`config.mk`:
```
export PLATFORM = sky130hd
export DESIGN_NAME = ulms_top
export DESIGN_NICKNAME = d
export VERILOG_FILES = /design/src/shared/ulms_pkg.sv /design/src/rtl/ulms_wait.sv /design/src/rtl/ulms_top.sv
export SDC_FILE = /design/constraint.sdc
export NUM_CORES = 1
export LEC_CHECK = 0
export BUFFER_PORTS_ARGS = -buffer_cell sky130_fd_sc_hd__buf_2
export CORE_UTILIZATION = 51
export DETAILED_ROUTE_END_ITERATION = 12
export PLACE_DENSITY = 0.83
export SLEW_MARGIN = 10
export SYNTH_ARGS = -nofsm -noshare
export SYNTH_HDL_FRONTEND = slang
export SYNTH_SLANG_ARGS = --single-unit
```
`constraint.sdc`:
```
create_clock -name clk -period 2 [get_ports clk]
set_input_delay 0.1 -clock clk [delete_from_list [all_inputs] [get_ports clk]]
set_output_delay 0.1 -clock clk [all_outputs]
set_load 0.02 [all_outputs]
```
`src/shared/ulms_pkg.sv`:
```
// Constants, register layout and cycle states for the upper/lower memory select block
`default_nettype none
package ulms_pkg;
    // ******************************************************
    // Register offsets
    // ******************************************************
    localparam logic [7:0]  REG_UPPER_OFS  = 8'ha0;
    localparam logic [7:0]  REG_LOWER_OFS  = 8'ha2;
    localparam logic [7:0]  REG_STATUS_OFS = 8'hae;
    // ******************************************************
    // Field positions and widths
    // ******************************************************
    localparam int          BOUND_LSB      = 12;
    localparam int          BOUND_W        = 3;
    localparam int          DA_BIT         = 7;
    localparam int          PSE_BIT        = 6;
    localparam int          READY_BIT      = 2;
    localparam int          WS_LSB         = 0;
    localparam int          WS_W           = 2;
    localparam int          ST_LOWER_ACT   = 0;
    localparam int          ST_ADEN        = 1;
    localparam int          ST_BUSY        = 2;
    localparam int          ST_PSRAM       = 3;
    // ******************************************************
    // Reset values
    // ******************************************************
    localparam logic [15:0] UPPER_RESET    = 16'hf03b;
    localparam logic [2:0]  REGION_MSB_UP  = 3'h7;
    // ******************************************************
    // Bus cycle states
    // ******************************************************
    typedef enum logic [5:0] {
        ST_IDLE = 6'b000001,
        ST_T1   = 6'b000010,
        ST_T2   = 6'b000100,
        ST_T3   = 6'b001000,
        ST_TW   = 6'b010000,
        ST_T4   = 6'b100000
    } ulms_state_t;
endpackage : ulms_pkg
`default_nettype wire

```
`src/rtl/ulms_wait.sv`:
```
// Wait-state counter and external ready qualifier for one bus cycle
`default_nettype none
module ulms_wait (
    // Clock and reset
    input  wire logic       clk,
    input  wire logic       reset,
    // Cycle control
    input  wire logic       load,
    input  wire logic       active,
    input  wire logic [1:0] ws,
    input  wire logic       need_ready,
    input  wire logic       ready,
    // Result
    output logic            go
);
    // ******************************************************
    // Counter and ready latch
    // ******************************************************
    logic [1:0] cnt;
    logic       rdy_seen;

    always_ff @(posedge clk) begin
        if (reset) begin
            cnt <= 2'h0;
        end else if (load) begin
            cnt <= ws;
        end else if (active && cnt != 2'h0) begin
            cnt <= cnt - 2'h1;
        end
    end

    // Ready seen early is remembered so a short pulse is not lost
    always_ff @(posedge clk) begin
        if (reset || load) begin
            rdy_seen <= 1'b0;
        end else if (active && ready) begin
            rdy_seen <= 1'b1;
        end
    end

    // Internal waits always finish first, ready only extends
    assign go = active && (cnt == 2'h0) && (!need_ready || rdy_seen || ready);
endmodule : ulms_wait
`default_nettype wire

```
`src/rtl/ulms_top.sv`:
```
// Upper/lower memory select: region decode, wait states and address-phase bus control
//
// The strobed register port is this design's own decision.
`default_nettype none
module ulms_top #(
    parameter bit BYTE_BUS = 1'b0
) (
    // Clock and reset
    input  wire logic        clk,
    input  wire logic        reset,
    // Register port
    input  wire logic [7:0]  reg_addr,
    input  wire logic [15:0] reg_wdata,
    input  wire logic        reg_wr,
    input  wire logic        reg_rd,
    output logic      [15:0] reg_rdata,
    // Bus cycle request from the core
    input  wire logic        cyc_start,
    input  wire logic [19:0] cyc_addr,
    input  wire logic        cyc_mem,
    output logic             cyc_busy,
    output logic             cyc_done,
    // Pins
    input  wire logic        high_byte_addr_enable_strap,
    input  wire logic        async_ready_in,
    input  wire logic        sync_ready_in,
    output logic             upper_mem_select_n,
    output logic             lower_mem_select_n,
    output logic             nonmux_addr_oe,
    output logic      [19:0] nonmux_addr_bus,
    output logic             muxed_addr_oe,
    output logic             upper_addr_oe,
    output logic             psram_cycle
);
    // ******************************************************
    // Decode helpers
    // ******************************************************
    // Masked compare of address bits 18:16 (the three below bit 19) against a bound
    function automatic logic bound_match(input logic [2:0] a, input logic [2:0] bound, input logic upper);
        if (upper) begin
            bound_match = (a & bound) == bound;
        end else begin
            bound_match = (a & ~bound) == 3'h0;
        end
    endfunction : bound_match

    function automatic logic reg_hit(input logic [7:0] a, input logic [7:0] ofs);
        reg_hit = (a == ofs);
    endfunction : reg_hit

    // ******************************************************
    // Pin synchronisers
    // ******************************************************
    logic [1:0] strap_sync;
    logic [1:0] async_ready_in_sync;
    logic [1:0] sync_ready_in_sync;
    logic       ready_any;

    always_ff @(posedge clk) begin
        strap_sync <= {strap_sync[0], high_byte_addr_enable_strap};
        async_ready_in_sync  <= {async_ready_in_sync[0], async_ready_in};
        sync_ready_in_sync  <= {sync_ready_in_sync[0], sync_ready_in};
    end

    assign ready_any = async_ready_in_sync[1] | sync_ready_in_sync[1];

    // ******************************************************
    // Strap capture at reset release
    // ******************************************************
    logic reset_q;
    logic aden;

    always_ff @(posedge clk) begin
        reset_q <= reset;
    end

    // Caught in the first cycle after release, not under reset
    always_ff @(posedge clk) begin
        if (reset) begin
            aden <= 1'b0;
        end else if (reset_q) begin
            aden <= strap_sync[1];
        end
    end

    // ******************************************************
    // Configuration registers
    // ******************************************************
    logic [15:0] upper_region_config;
    logic [15:0] lower_region_config;
    logic        lower_active;
    logic        wr_upper;
    logic        wr_lower;
    logic        acc_lower;

    assign wr_upper  = reg_wr && reg_hit(reg_addr, ulms_pkg::REG_UPPER_OFS);
    assign wr_lower  = reg_wr && reg_hit(reg_addr, ulms_pkg::REG_LOWER_OFS);
    assign acc_lower = (reg_wr || reg_rd) && reg_hit(reg_addr, ulms_pkg::REG_LOWER_OFS);

    // Reserved bits are stored as written; software fills them
    always_ff @(posedge clk) begin
        if (reset) begin
            upper_region_config <= ulms_pkg::UPPER_RESET;
        end else if (wr_upper) begin
            upper_region_config <= reg_wdata;
        end
    end

    // No reset: contents only matter once the region is enabled
    always_ff @(posedge clk) begin
        if (wr_lower) begin
            lower_region_config <= reg_wdata;
        end
    end

    always_ff @(posedge clk) begin
        if (reset) begin
            lower_active <= 1'b0;
        end else if (acc_lower) begin
            lower_active <= 1'b1;
        end
    end

    // ******************************************************
    // Register read port
    // ******************************************************
    logic [15:0] status_word;

    always_comb begin
        status_word = 16'h0000;
        status_word[ulms_pkg::ST_LOWER_ACT] = lower_active;
        status_word[ulms_pkg::ST_ADEN]      = aden;
        status_word[ulms_pkg::ST_BUSY]      = cyc_busy;
        status_word[ulms_pkg::ST_PSRAM]     = psram_cycle;
    end

    // Unmapped offsets read as zero
    always_ff @(posedge clk) begin
        if (reset) begin
            reg_rdata <= 16'h0000;
        end else if (reg_rd) begin
            if (reg_hit(reg_addr, ulms_pkg::REG_UPPER_OFS)) begin
                reg_rdata <= upper_region_config;
            end else if (reg_hit(reg_addr, ulms_pkg::REG_LOWER_OFS)) begin
                reg_rdata <= lower_region_config;
            end else if (reg_hit(reg_addr, ulms_pkg::REG_STATUS_OFS)) begin
                reg_rdata <= status_word;
            end else begin
                reg_rdata <= 16'h0000;
            end
        end else begin
            reg_rdata <= 16'h0000;
        end
    end

    // ******************************************************
    // Region decode
    // ******************************************************
    logic [2:0] lower_bound_field;
    logic [2:0] upper_bound_field;
    logic       hit_upper;
    logic       hit_lower;

    assign lower_bound_field = upper_region_config[ulms_pkg::BOUND_LSB +: ulms_pkg::BOUND_W];
    assign upper_bound_field = lower_region_config[ulms_pkg::BOUND_LSB +: ulms_pkg::BOUND_W];

    // Upper always runs to FFFFFh; lower always starts at 00000h
    assign hit_upper = cyc_mem && cyc_addr[19]
                     && bound_match(cyc_addr[18:16], lower_bound_field, 1'b1);
    assign hit_lower = cyc_mem && lower_active && !cyc_addr[19]
                     && bound_match(cyc_addr[18:16], upper_bound_field, 1'b0);

    // ******************************************************
    // Per-cycle settings latched at the start
    // ******************************************************
    logic       sel_upper;
    logic       sel_lower;
    logic       cyc_need_ready;
    logic [1:0] cyc_ws;
    logic       next_da;
    logic       next_need_ready;
    logic [1:0] next_ws;

    always_comb begin
        next_da         = 1'b0;
        next_need_ready = 1'b0;
        next_ws         = 2'h0;
        if (hit_upper) begin
            next_da         = upper_region_config[ulms_pkg::DA_BIT];
            next_need_ready = !upper_region_config[ulms_pkg::READY_BIT];
            next_ws         = upper_region_config[ulms_pkg::WS_LSB +: ulms_pkg::WS_W];
        end else if (hit_lower) begin
            next_da         = lower_region_config[ulms_pkg::DA_BIT];
            next_need_ready = !lower_region_config[ulms_pkg::READY_BIT];
            next_ws         = lower_region_config[ulms_pkg::WS_LSB +: ulms_pkg::WS_W];
        end
    end

    ulms_pkg::ulms_state_t state;
    logic                  wait_go;

    always_ff @(posedge clk) begin
        if (reset) begin
            sel_upper      <= 1'b0;
            sel_lower      <= 1'b0;
            cyc_need_ready <= 1'b0;
            cyc_ws         <= 2'h0;
        end else if (state == ulms_pkg::ST_IDLE && cyc_start) begin
            sel_upper      <= hit_upper;
            sel_lower      <= hit_lower && !hit_upper;
            cyc_need_ready <= next_need_ready;
            cyc_ws         <= next_ws;
        end else if (state == ulms_pkg::ST_T4) begin
            sel_upper <= 1'b0;
            sel_lower <= 1'b0;
        end
    end

    // ******************************************************
    // Bus cycle sequencer
    // ******************************************************
    ulms_pkg::ulms_state_t next_state;

    always_comb begin
        next_state = state;
        unique case (state)
            ulms_pkg::ST_IDLE: begin
                if (cyc_start) begin
                    next_state = ulms_pkg::ST_T1;
                end
            end
            ulms_pkg::ST_T1: next_state = ulms_pkg::ST_T2;
            ulms_pkg::ST_T2: next_state = ulms_pkg::ST_T3;
            ulms_pkg::ST_T3, ulms_pkg::ST_TW: begin
                next_state = wait_go ? ulms_pkg::ST_T4 : ulms_pkg::ST_TW;
            end
            ulms_pkg::ST_T4: next_state = ulms_pkg::ST_IDLE;
            default: next_state = ulms_pkg::ST_IDLE;
        endcase
    end

    always_ff @(posedge clk) begin
        if (reset) begin
            state <= ulms_pkg::ST_IDLE;
        end else begin
            state <= next_state;
        end
    end

    // Cycles outside both regions still wait on ready, no waits
    ulms_wait u_wait (
        .clk        (clk),
        .reset      (reset),
        .load       (state == ulms_pkg::ST_T2),
        .active     (state == ulms_pkg::ST_T3 || state == ulms_pkg::ST_TW),
        .ws         (cyc_ws),
        .need_ready (cyc_need_ready || !(sel_upper || sel_lower)),
        .ready      (ready_any),
        .go         (wait_go)
    );

    // ******************************************************
    // Pin outputs
    // ******************************************************
    logic in_cycle;

    assign in_cycle = (state != ulms_pkg::ST_IDLE);

    // Selects and the demultiplexed address move together from T1
    always_ff @(posedge clk) begin
        if (reset) begin
            nonmux_addr_bus <= 20'h00000;
            nonmux_addr_oe  <= 1'b0;
        end else if (state == ulms_pkg::ST_IDLE && cyc_start) begin
            nonmux_addr_bus <= cyc_addr;
            nonmux_addr_oe  <= 1'b1;
        end else if (state == ulms_pkg::ST_T4) begin
            nonmux_addr_oe  <= 1'b0;
        end
    end

    // Selects straight from flops: decoded state bits could glitch a pin
    always_ff @(posedge clk) begin
        if (reset) begin
            upper_mem_select_n <= 1'b1;
            lower_mem_select_n <= 1'b1;
        end else if (state == ulms_pkg::ST_IDLE && cyc_start) begin
            upper_mem_select_n <= !hit_upper;
            lower_mem_select_n <= !(hit_lower && !hit_upper);
        end else if (state == ulms_pkg::ST_T4) begin
            upper_mem_select_n <= 1'b1;
            lower_mem_select_n <= 1'b1;
        end
    end

    // Address phase is T1; suppression only with the strap high
    always_ff @(posedge clk) begin
        if (reset) begin
            muxed_addr_oe <= 1'b0;
        end else if (state == ulms_pkg::ST_IDLE && cyc_start) begin
            muxed_addr_oe <= !(next_da && aden);
        end else begin
            muxed_addr_oe <= 1'b0;
        end
    end

    // Byte variant keeps the upper address lines through the data phase
    always_ff @(posedge clk) begin
        if (reset) begin
            upper_addr_oe <= 1'b0;
        end else if (state == ulms_pkg::ST_IDLE && cyc_start) begin
            upper_addr_oe <= BYTE_BUS;
        end else if (state == ulms_pkg::ST_T4) begin
            upper_addr_oe <= 1'b0;
        end
    end

    always_ff @(posedge clk) begin
        if (reset) begin
            psram_cycle <= 1'b0;
        end else if (state == ulms_pkg::ST_IDLE && cyc_start) begin
            psram_cycle <= hit_lower && !hit_upper && lower_region_config[ulms_pkg::PSE_BIT];
        end else if (state == ulms_pkg::ST_T4) begin
            psram_cycle <= 1'b0;
        end
    end
    assign cyc_busy    = in_cycle;
    assign cyc_done    = (state == ulms_pkg::ST_T4);
endmodule : ulms_top
`default_nettype wire

```
Yosys cells after proc, flatten, opt, wreduce, memory -nomap -nowiden --
Cells that the tools add are included.
Cells by class: add/sub/neg operators 1, equality and inequality tests 12, muxes and demuxes 22, bitwise gates (word level) 6, reduce and logical (&&, ||, !) cells 39
Operators by type and width (count):
- $mux W16 | 2
- $eq A8 B8 Y1 const B | 3
- $pmux W6 S4 | 1
- $logic_and A1 B1 Y1 | 16
- $mux W1 | 12
- $mux W6 | 2
- $logic_not A1 Y1 | 8
- $mux W2 | 4
- $logic_or A1 B1 Y1 | 7
- $and A3 B3 Y3 | 2
- $eq A6 B1 Y1 const B | 1
- $eq A6 B2 Y1 const B | 1
- $eq A6 B3 Y1 const B | 1
- $eq A6 B4 Y1 const B | 1
- $eq A6 B5 Y1 const B | 1
- $eq A6 B6 Y1 const B | 1
- $ne A6 B1 Y1 const B | 1
- $reduce_bool A2 Y1 | 3
- $reduce_or A2 Y1 | 3
- $mux W4 | 1
- $eq A3 B3 Y1 | 1
- $logic_not A3 Y1 | 1
- $not A3 Y3 | 1
- $logic_not A2 Y1 | 1
- 4 further kinds | 5
Storage, ports and cells: flip-flop bits (word level) 96, output and inout port bits 44

Depth between registers and ports, before layout --
depth in word-level cells 9, gate-level depth with buffers 6

Hierarchy --
Synthesis repeated with hierarchy kept, for this count alone.
Second synthesis, totals: cell total of the unflattened synthesis 346, area total of the unflattened synthesis 3518.4 µm²
By module, submodules not included:
- ulms_top | times used 1, cells each 327, area an instance 3354.5 µm², seq. area each 2021.9 µm²
- ulms_wait | times used 1, cells each 19, area an instance 163.9 µm², seq. area each 60.1 µm²

Least setup slack after synthesis --
OpenSTA, ideal clock, no wires.
path type input to register, start point input reg_addr[2], end point register lower_region_config[0] (enable), data arrival time 1414 ps, data required time 1626 ps, path slack 212 ps, stages 5, buffers on the path 2, cell sequence nor2_1 > and4_1 > clkbuf_1 > buf_2 > and2_1
Between the ends: cells in the longest elaborated chain, start to end 2
RTL lines:
- from (decl) | RTL line ulms_top.sv:12 | input wire logic [7:0] reg_addr,
- $eq A8 B8 Y1 | RTL line ulms_top.sv:48 | reg_hit = (a == ofs);
- $logic_and A1 B1 Y1 | RTL line ulms_top.sv:97 | assign wr_lower = reg_wr && reg_hit(reg_addr, ulms_pkg::REG_LOWER_OFS);
- net wr_lower | RTL line ulms_top.sv:93 | logic wr_lower;
- to (signal assigned) | RTL line ulms_top.sv:112 | lower_region_config <= reg_wdata;
- to (decl) | RTL line ulms_top.sv:90 | logic [15:0] lower_region_config;
The timed path passes the listed nets, and every way through them passes these cells. A chain may end at the register's enable or synchronous reset.

Worst setup path in the final report --
start point register state[0], end point output cyc_done
Between the ends: cells in the longest elaborated chain, start to end 1
RTL lines:
- from (decl) | RTL line ulms_top.sv:199 | ulms_pkg::ulms_state_t state;
- from (signal assigned) | RTL line ulms_top.sv:244 | state <= ulms_pkg::ST_IDLE;
- from (signal assigned) | RTL line ulms_top.sv:246 | state <= next_state;
- $eq A6 B6 Y1 | RTL line ulms_top.sv:328 | assign cyc_done = (state == ulms_pkg::ST_T4);
- to (decl) | RTL line ulms_top.sv:22 | output logic cyc_done,
Every way passes these cells.

==> results.md <==
- Drt first pass iters: 4
- CTS Buffer Depth: 2
- HPWL after DPL: 5.55 mm
- Antenna violations before repair: 0
- Critical path class: flip-flop to primary output
- Final hold vios: 0
- Total track usage: 23.5%
- Antenna Nets Post-Route: 0
- Number of synthesized register bits: 96
- Root Driver: clkbuf_8
- Layout cells sized above 1: 26.7%
- Clock period minus worst slack: 1.75 ns
- Layout Skew: 0.00829 ns
- Grt peak-use layer: met2
- Synth area leader: dfxtp_1
- Tot Pwr: 3.66 mW
- TritonCTS Buffers: 9
- H-tree depth: 3
- Multi-input logic area: 1310 um^2
- P&R area growth vs syn: 32.5%
- Drt drc: 0
- CTS resizes: 0
- Highest clock rate: 572 MHz
- Hold Crit Class: input pin to flip-flop
- Global-route wire length before repair: 13.4 mm
- WHS Path Cells: 3
- RSZ-0062 raised after global routing: false
- CP max FO: 5
- Warnings, synthesis: 0
- Worst setup SP type: flip-flop
- Period Utilization, post-route: 87.4%
- Input/output buffers: 95
- Die height: 85 um
- Syn Area/Cell: 10.1 um^2
- Core area: 6490 um^2
- Final net count: 540
- # IOs: 97
- Synth area leaders: dfxtp_1, edfxtp_1, nand2_1
- Post-synth top area share: 45.6%
- Num rows: 29
- 1st-iter DRT viols: 173
- Delay-heaviest family, CP: simple AND/OR/NAND/NOR gates
- Clock slew at reported path FFs: 0.09 ns
- Antenna Cells: 0
- Cells after Synth: 348
- Sequential cell area: 2080 um^2
- Clock tree from TritonCTS: built
- Crit-path cells: nor4_1, nand3b_1, inv_1, buf_2
- Cell Count, Final, Fillers Out: 568
- Synth cell types: 44
- Endpoints failing setup: 0
- Total wire length: 8.27 mm
- Met2 usage: 42.9%
- Met1 GRT Util: 26.7%
- Setup_tns: 0 ns
- Final Max Tran Viols: 0
- Cell area after synthesis: 3510 um^2
- Drt wl/cell: 14.6 um
- FF-to-FF path depth: 4
- M3 GR Usage: 5.84%
- Arrival @ worst endpoint: 1.65 ns
- Stages on the worst setup path: 4
- Vias: 3022
- Vias in the first global route: 2964
- Final GP Congestion: 0.859
- Critical path buffer and inverter count: 2
- Max cap viols: 0
- Placed Cells: 514
- Vias/cell: 5.32
- Peak VDD IR: 0.000520 V
- Fillers: 476
- Largest net degree at the start of global routing: 28
- Chip Width: 85 um
- Initial core utilization: 54.1%
- Clock Sinks: 96
- Die area: 7230 um^2
- Cell Pwr Density: 785 nW/um^2
- Critical path required time: 1.90 ns
- Syn nets: 402
- Crit path capture type: primary output
- Outcome: finished, final reports clean
- Sequential area share after synthesis: 59.3%
- CP max stage delay: 0.40 ns
- GRT overflow: 0
- P_leak: 1.92 nW
- Crit path max-delay cell type: nor4_1
- Worst skew pair latency: 0.35 ns
-- worst paths after layout --
| kind | end | from | slack (ns) |
|---|---|---|---|
| hold reg to reg | sync_ready_in_sync[1]$_DFF_P_ | sync_ready_in_sync[0]$_DFF_P_ | 0.33 |
| setup / recovery | cyc_done | state[0]$_SDFFE_PP1P_ | 0.25 |
| setup reg to reg | u_wait.cnt[1]$_SDFFE_PP0P_ | state[0]$_SDFFE_PP1P_ | 0.31 |
| hold / removal | nonmux_addr_bus[19]$_SDFFE_PP0P_ | cyc_addr[19] | 0.02 |
-- cell type report --
cell class	instances	area share (%)
multi-input cells	227	28.1
well taps	77	2.07
flip-flops and latches	96	44.7
clock buffers	9	2.66
repair buffers	145	20.3
inverters	7	0.564
clock inverters	7	1.56
-- cells in the final DEF, fill, tap and decap left out, drive strengths merged, types with 2 or more instances in the layout --
cell type	count
clkinv	6
clkbuf	9
a21o	2
dlygate4sd3	38
dfxtp	80
nand4	2
or3	2
or4	2
and3	5
buf	107
a21oi	27
nor3	6
xnor2	2
inv	6
nand2	59
and2	2
nor2	30
nor4	5
edfxtp	16
o21ai	4
nand3b	3
nand2b	3
nand3	14
nor3b	2
mux2i	17
and4	3
nor2b	10
nor4b	2
a22oi	16
-- per-stage QoR --
| stage | hold slack (ns) | utilization, % | setup WS [ns] | area, um^2 |
|---|---|---|---|---|
| CTS | 0.00344 | 71.7 | 0.218 | 4660 |
| detailed placement | 0.205 | 62.8 | 0.321 | 4080 |
| global route | 0.0163 | 71.7 | 0.132 | 4660 |
| finish | 0.0174 | 71.7 | 0.252 | 4660 |
| floorplan | 0.128 | - | 0.212 | 3510 |
| global placement | 0.203 | 62.8 | 0.368 | 4080 |
-- flip-flops by register name, indices dropped and copies added, names as in the netlist, 6 cells and up --
register,flops
state,6
lower_region_config,16
reg_rdata,16
nonmux_addr_bus,20
upper_region_config,16
-- logic make-up (layout without fill, tap and decap cells) --
| logic type | after synthesis | in the layout | share of synthesized area, % |
|---|---|---|---|
| flip-flops | 96 | 96 | 59.3 |
| buffers and inverters | 25 | 168 | 3.45 |
| adder cells (fa/ha/maj) | 1 | 1 | 0.356 |
| AO/OA/AOI/OAI | 54 | 54 | 9.40 |
| AND/OR/NAND/NOR | 152 | 152 | 22.1 |
| multiplexers | 17 | 17 | 4.84 |
| other | 1 | 1 | 0.107 |
| XOR/XNOR | 2 | 2 | 0.499 |
-- cell usage after synthesis (all sizes together) --
cell type and instances:
xnor2 2, a22oi 16, nand3b 3, nor4b 2, conb 1, buf 9
nor2b 10, nor3b 2, a31oi 1, inv 6, nand2 59, o31ai 1
dfxtp 80, a21oi 27, o21ai 4, clkinv 1, nor4 5, nor3 6
mux2i 17, nor2 30, ha 1, nand3 14, a311o 1, and2 2
nand2b 3, or3 2, and4 3, o211ai 1, a21o 2, clkbuf 9
o221ai 1, and3 5, edfxtp 16, or2 1, nand4 2, or4 2
and2b 1
-- power breakdown --
part	switching [mW]	total, mW	internal, mW
clock	0.648	1.23	0.578
sequential	0.0262	2.04	2.01
combinational	0.220	0.393	0.173
-- tightest hold or removal path, delay by kind of cell --
| family | cells | cell delay [ns] |
|---|---|---|
| buffers and inverters | 1 | 0.12 |
| and+or+nand+nor | 1 | 0.05 |
| AOI/OAI and AO/OA | 1 | 0.05 |
-- timing repair --
action	CTS	global route
hold buffers	38	0
hold endpoints to repair	52	0
setup buffers	0	0
-- per-layer routing --
metal	part of all wire, %	up-vias	wire length [um]
li1	-	1482	-
met1	41	1418	3380
met2	52	113	4260
met3	6.5	9	537
met4	1.1	0	95
met5	0	-	0
Power figures use the tool's default switching activity.
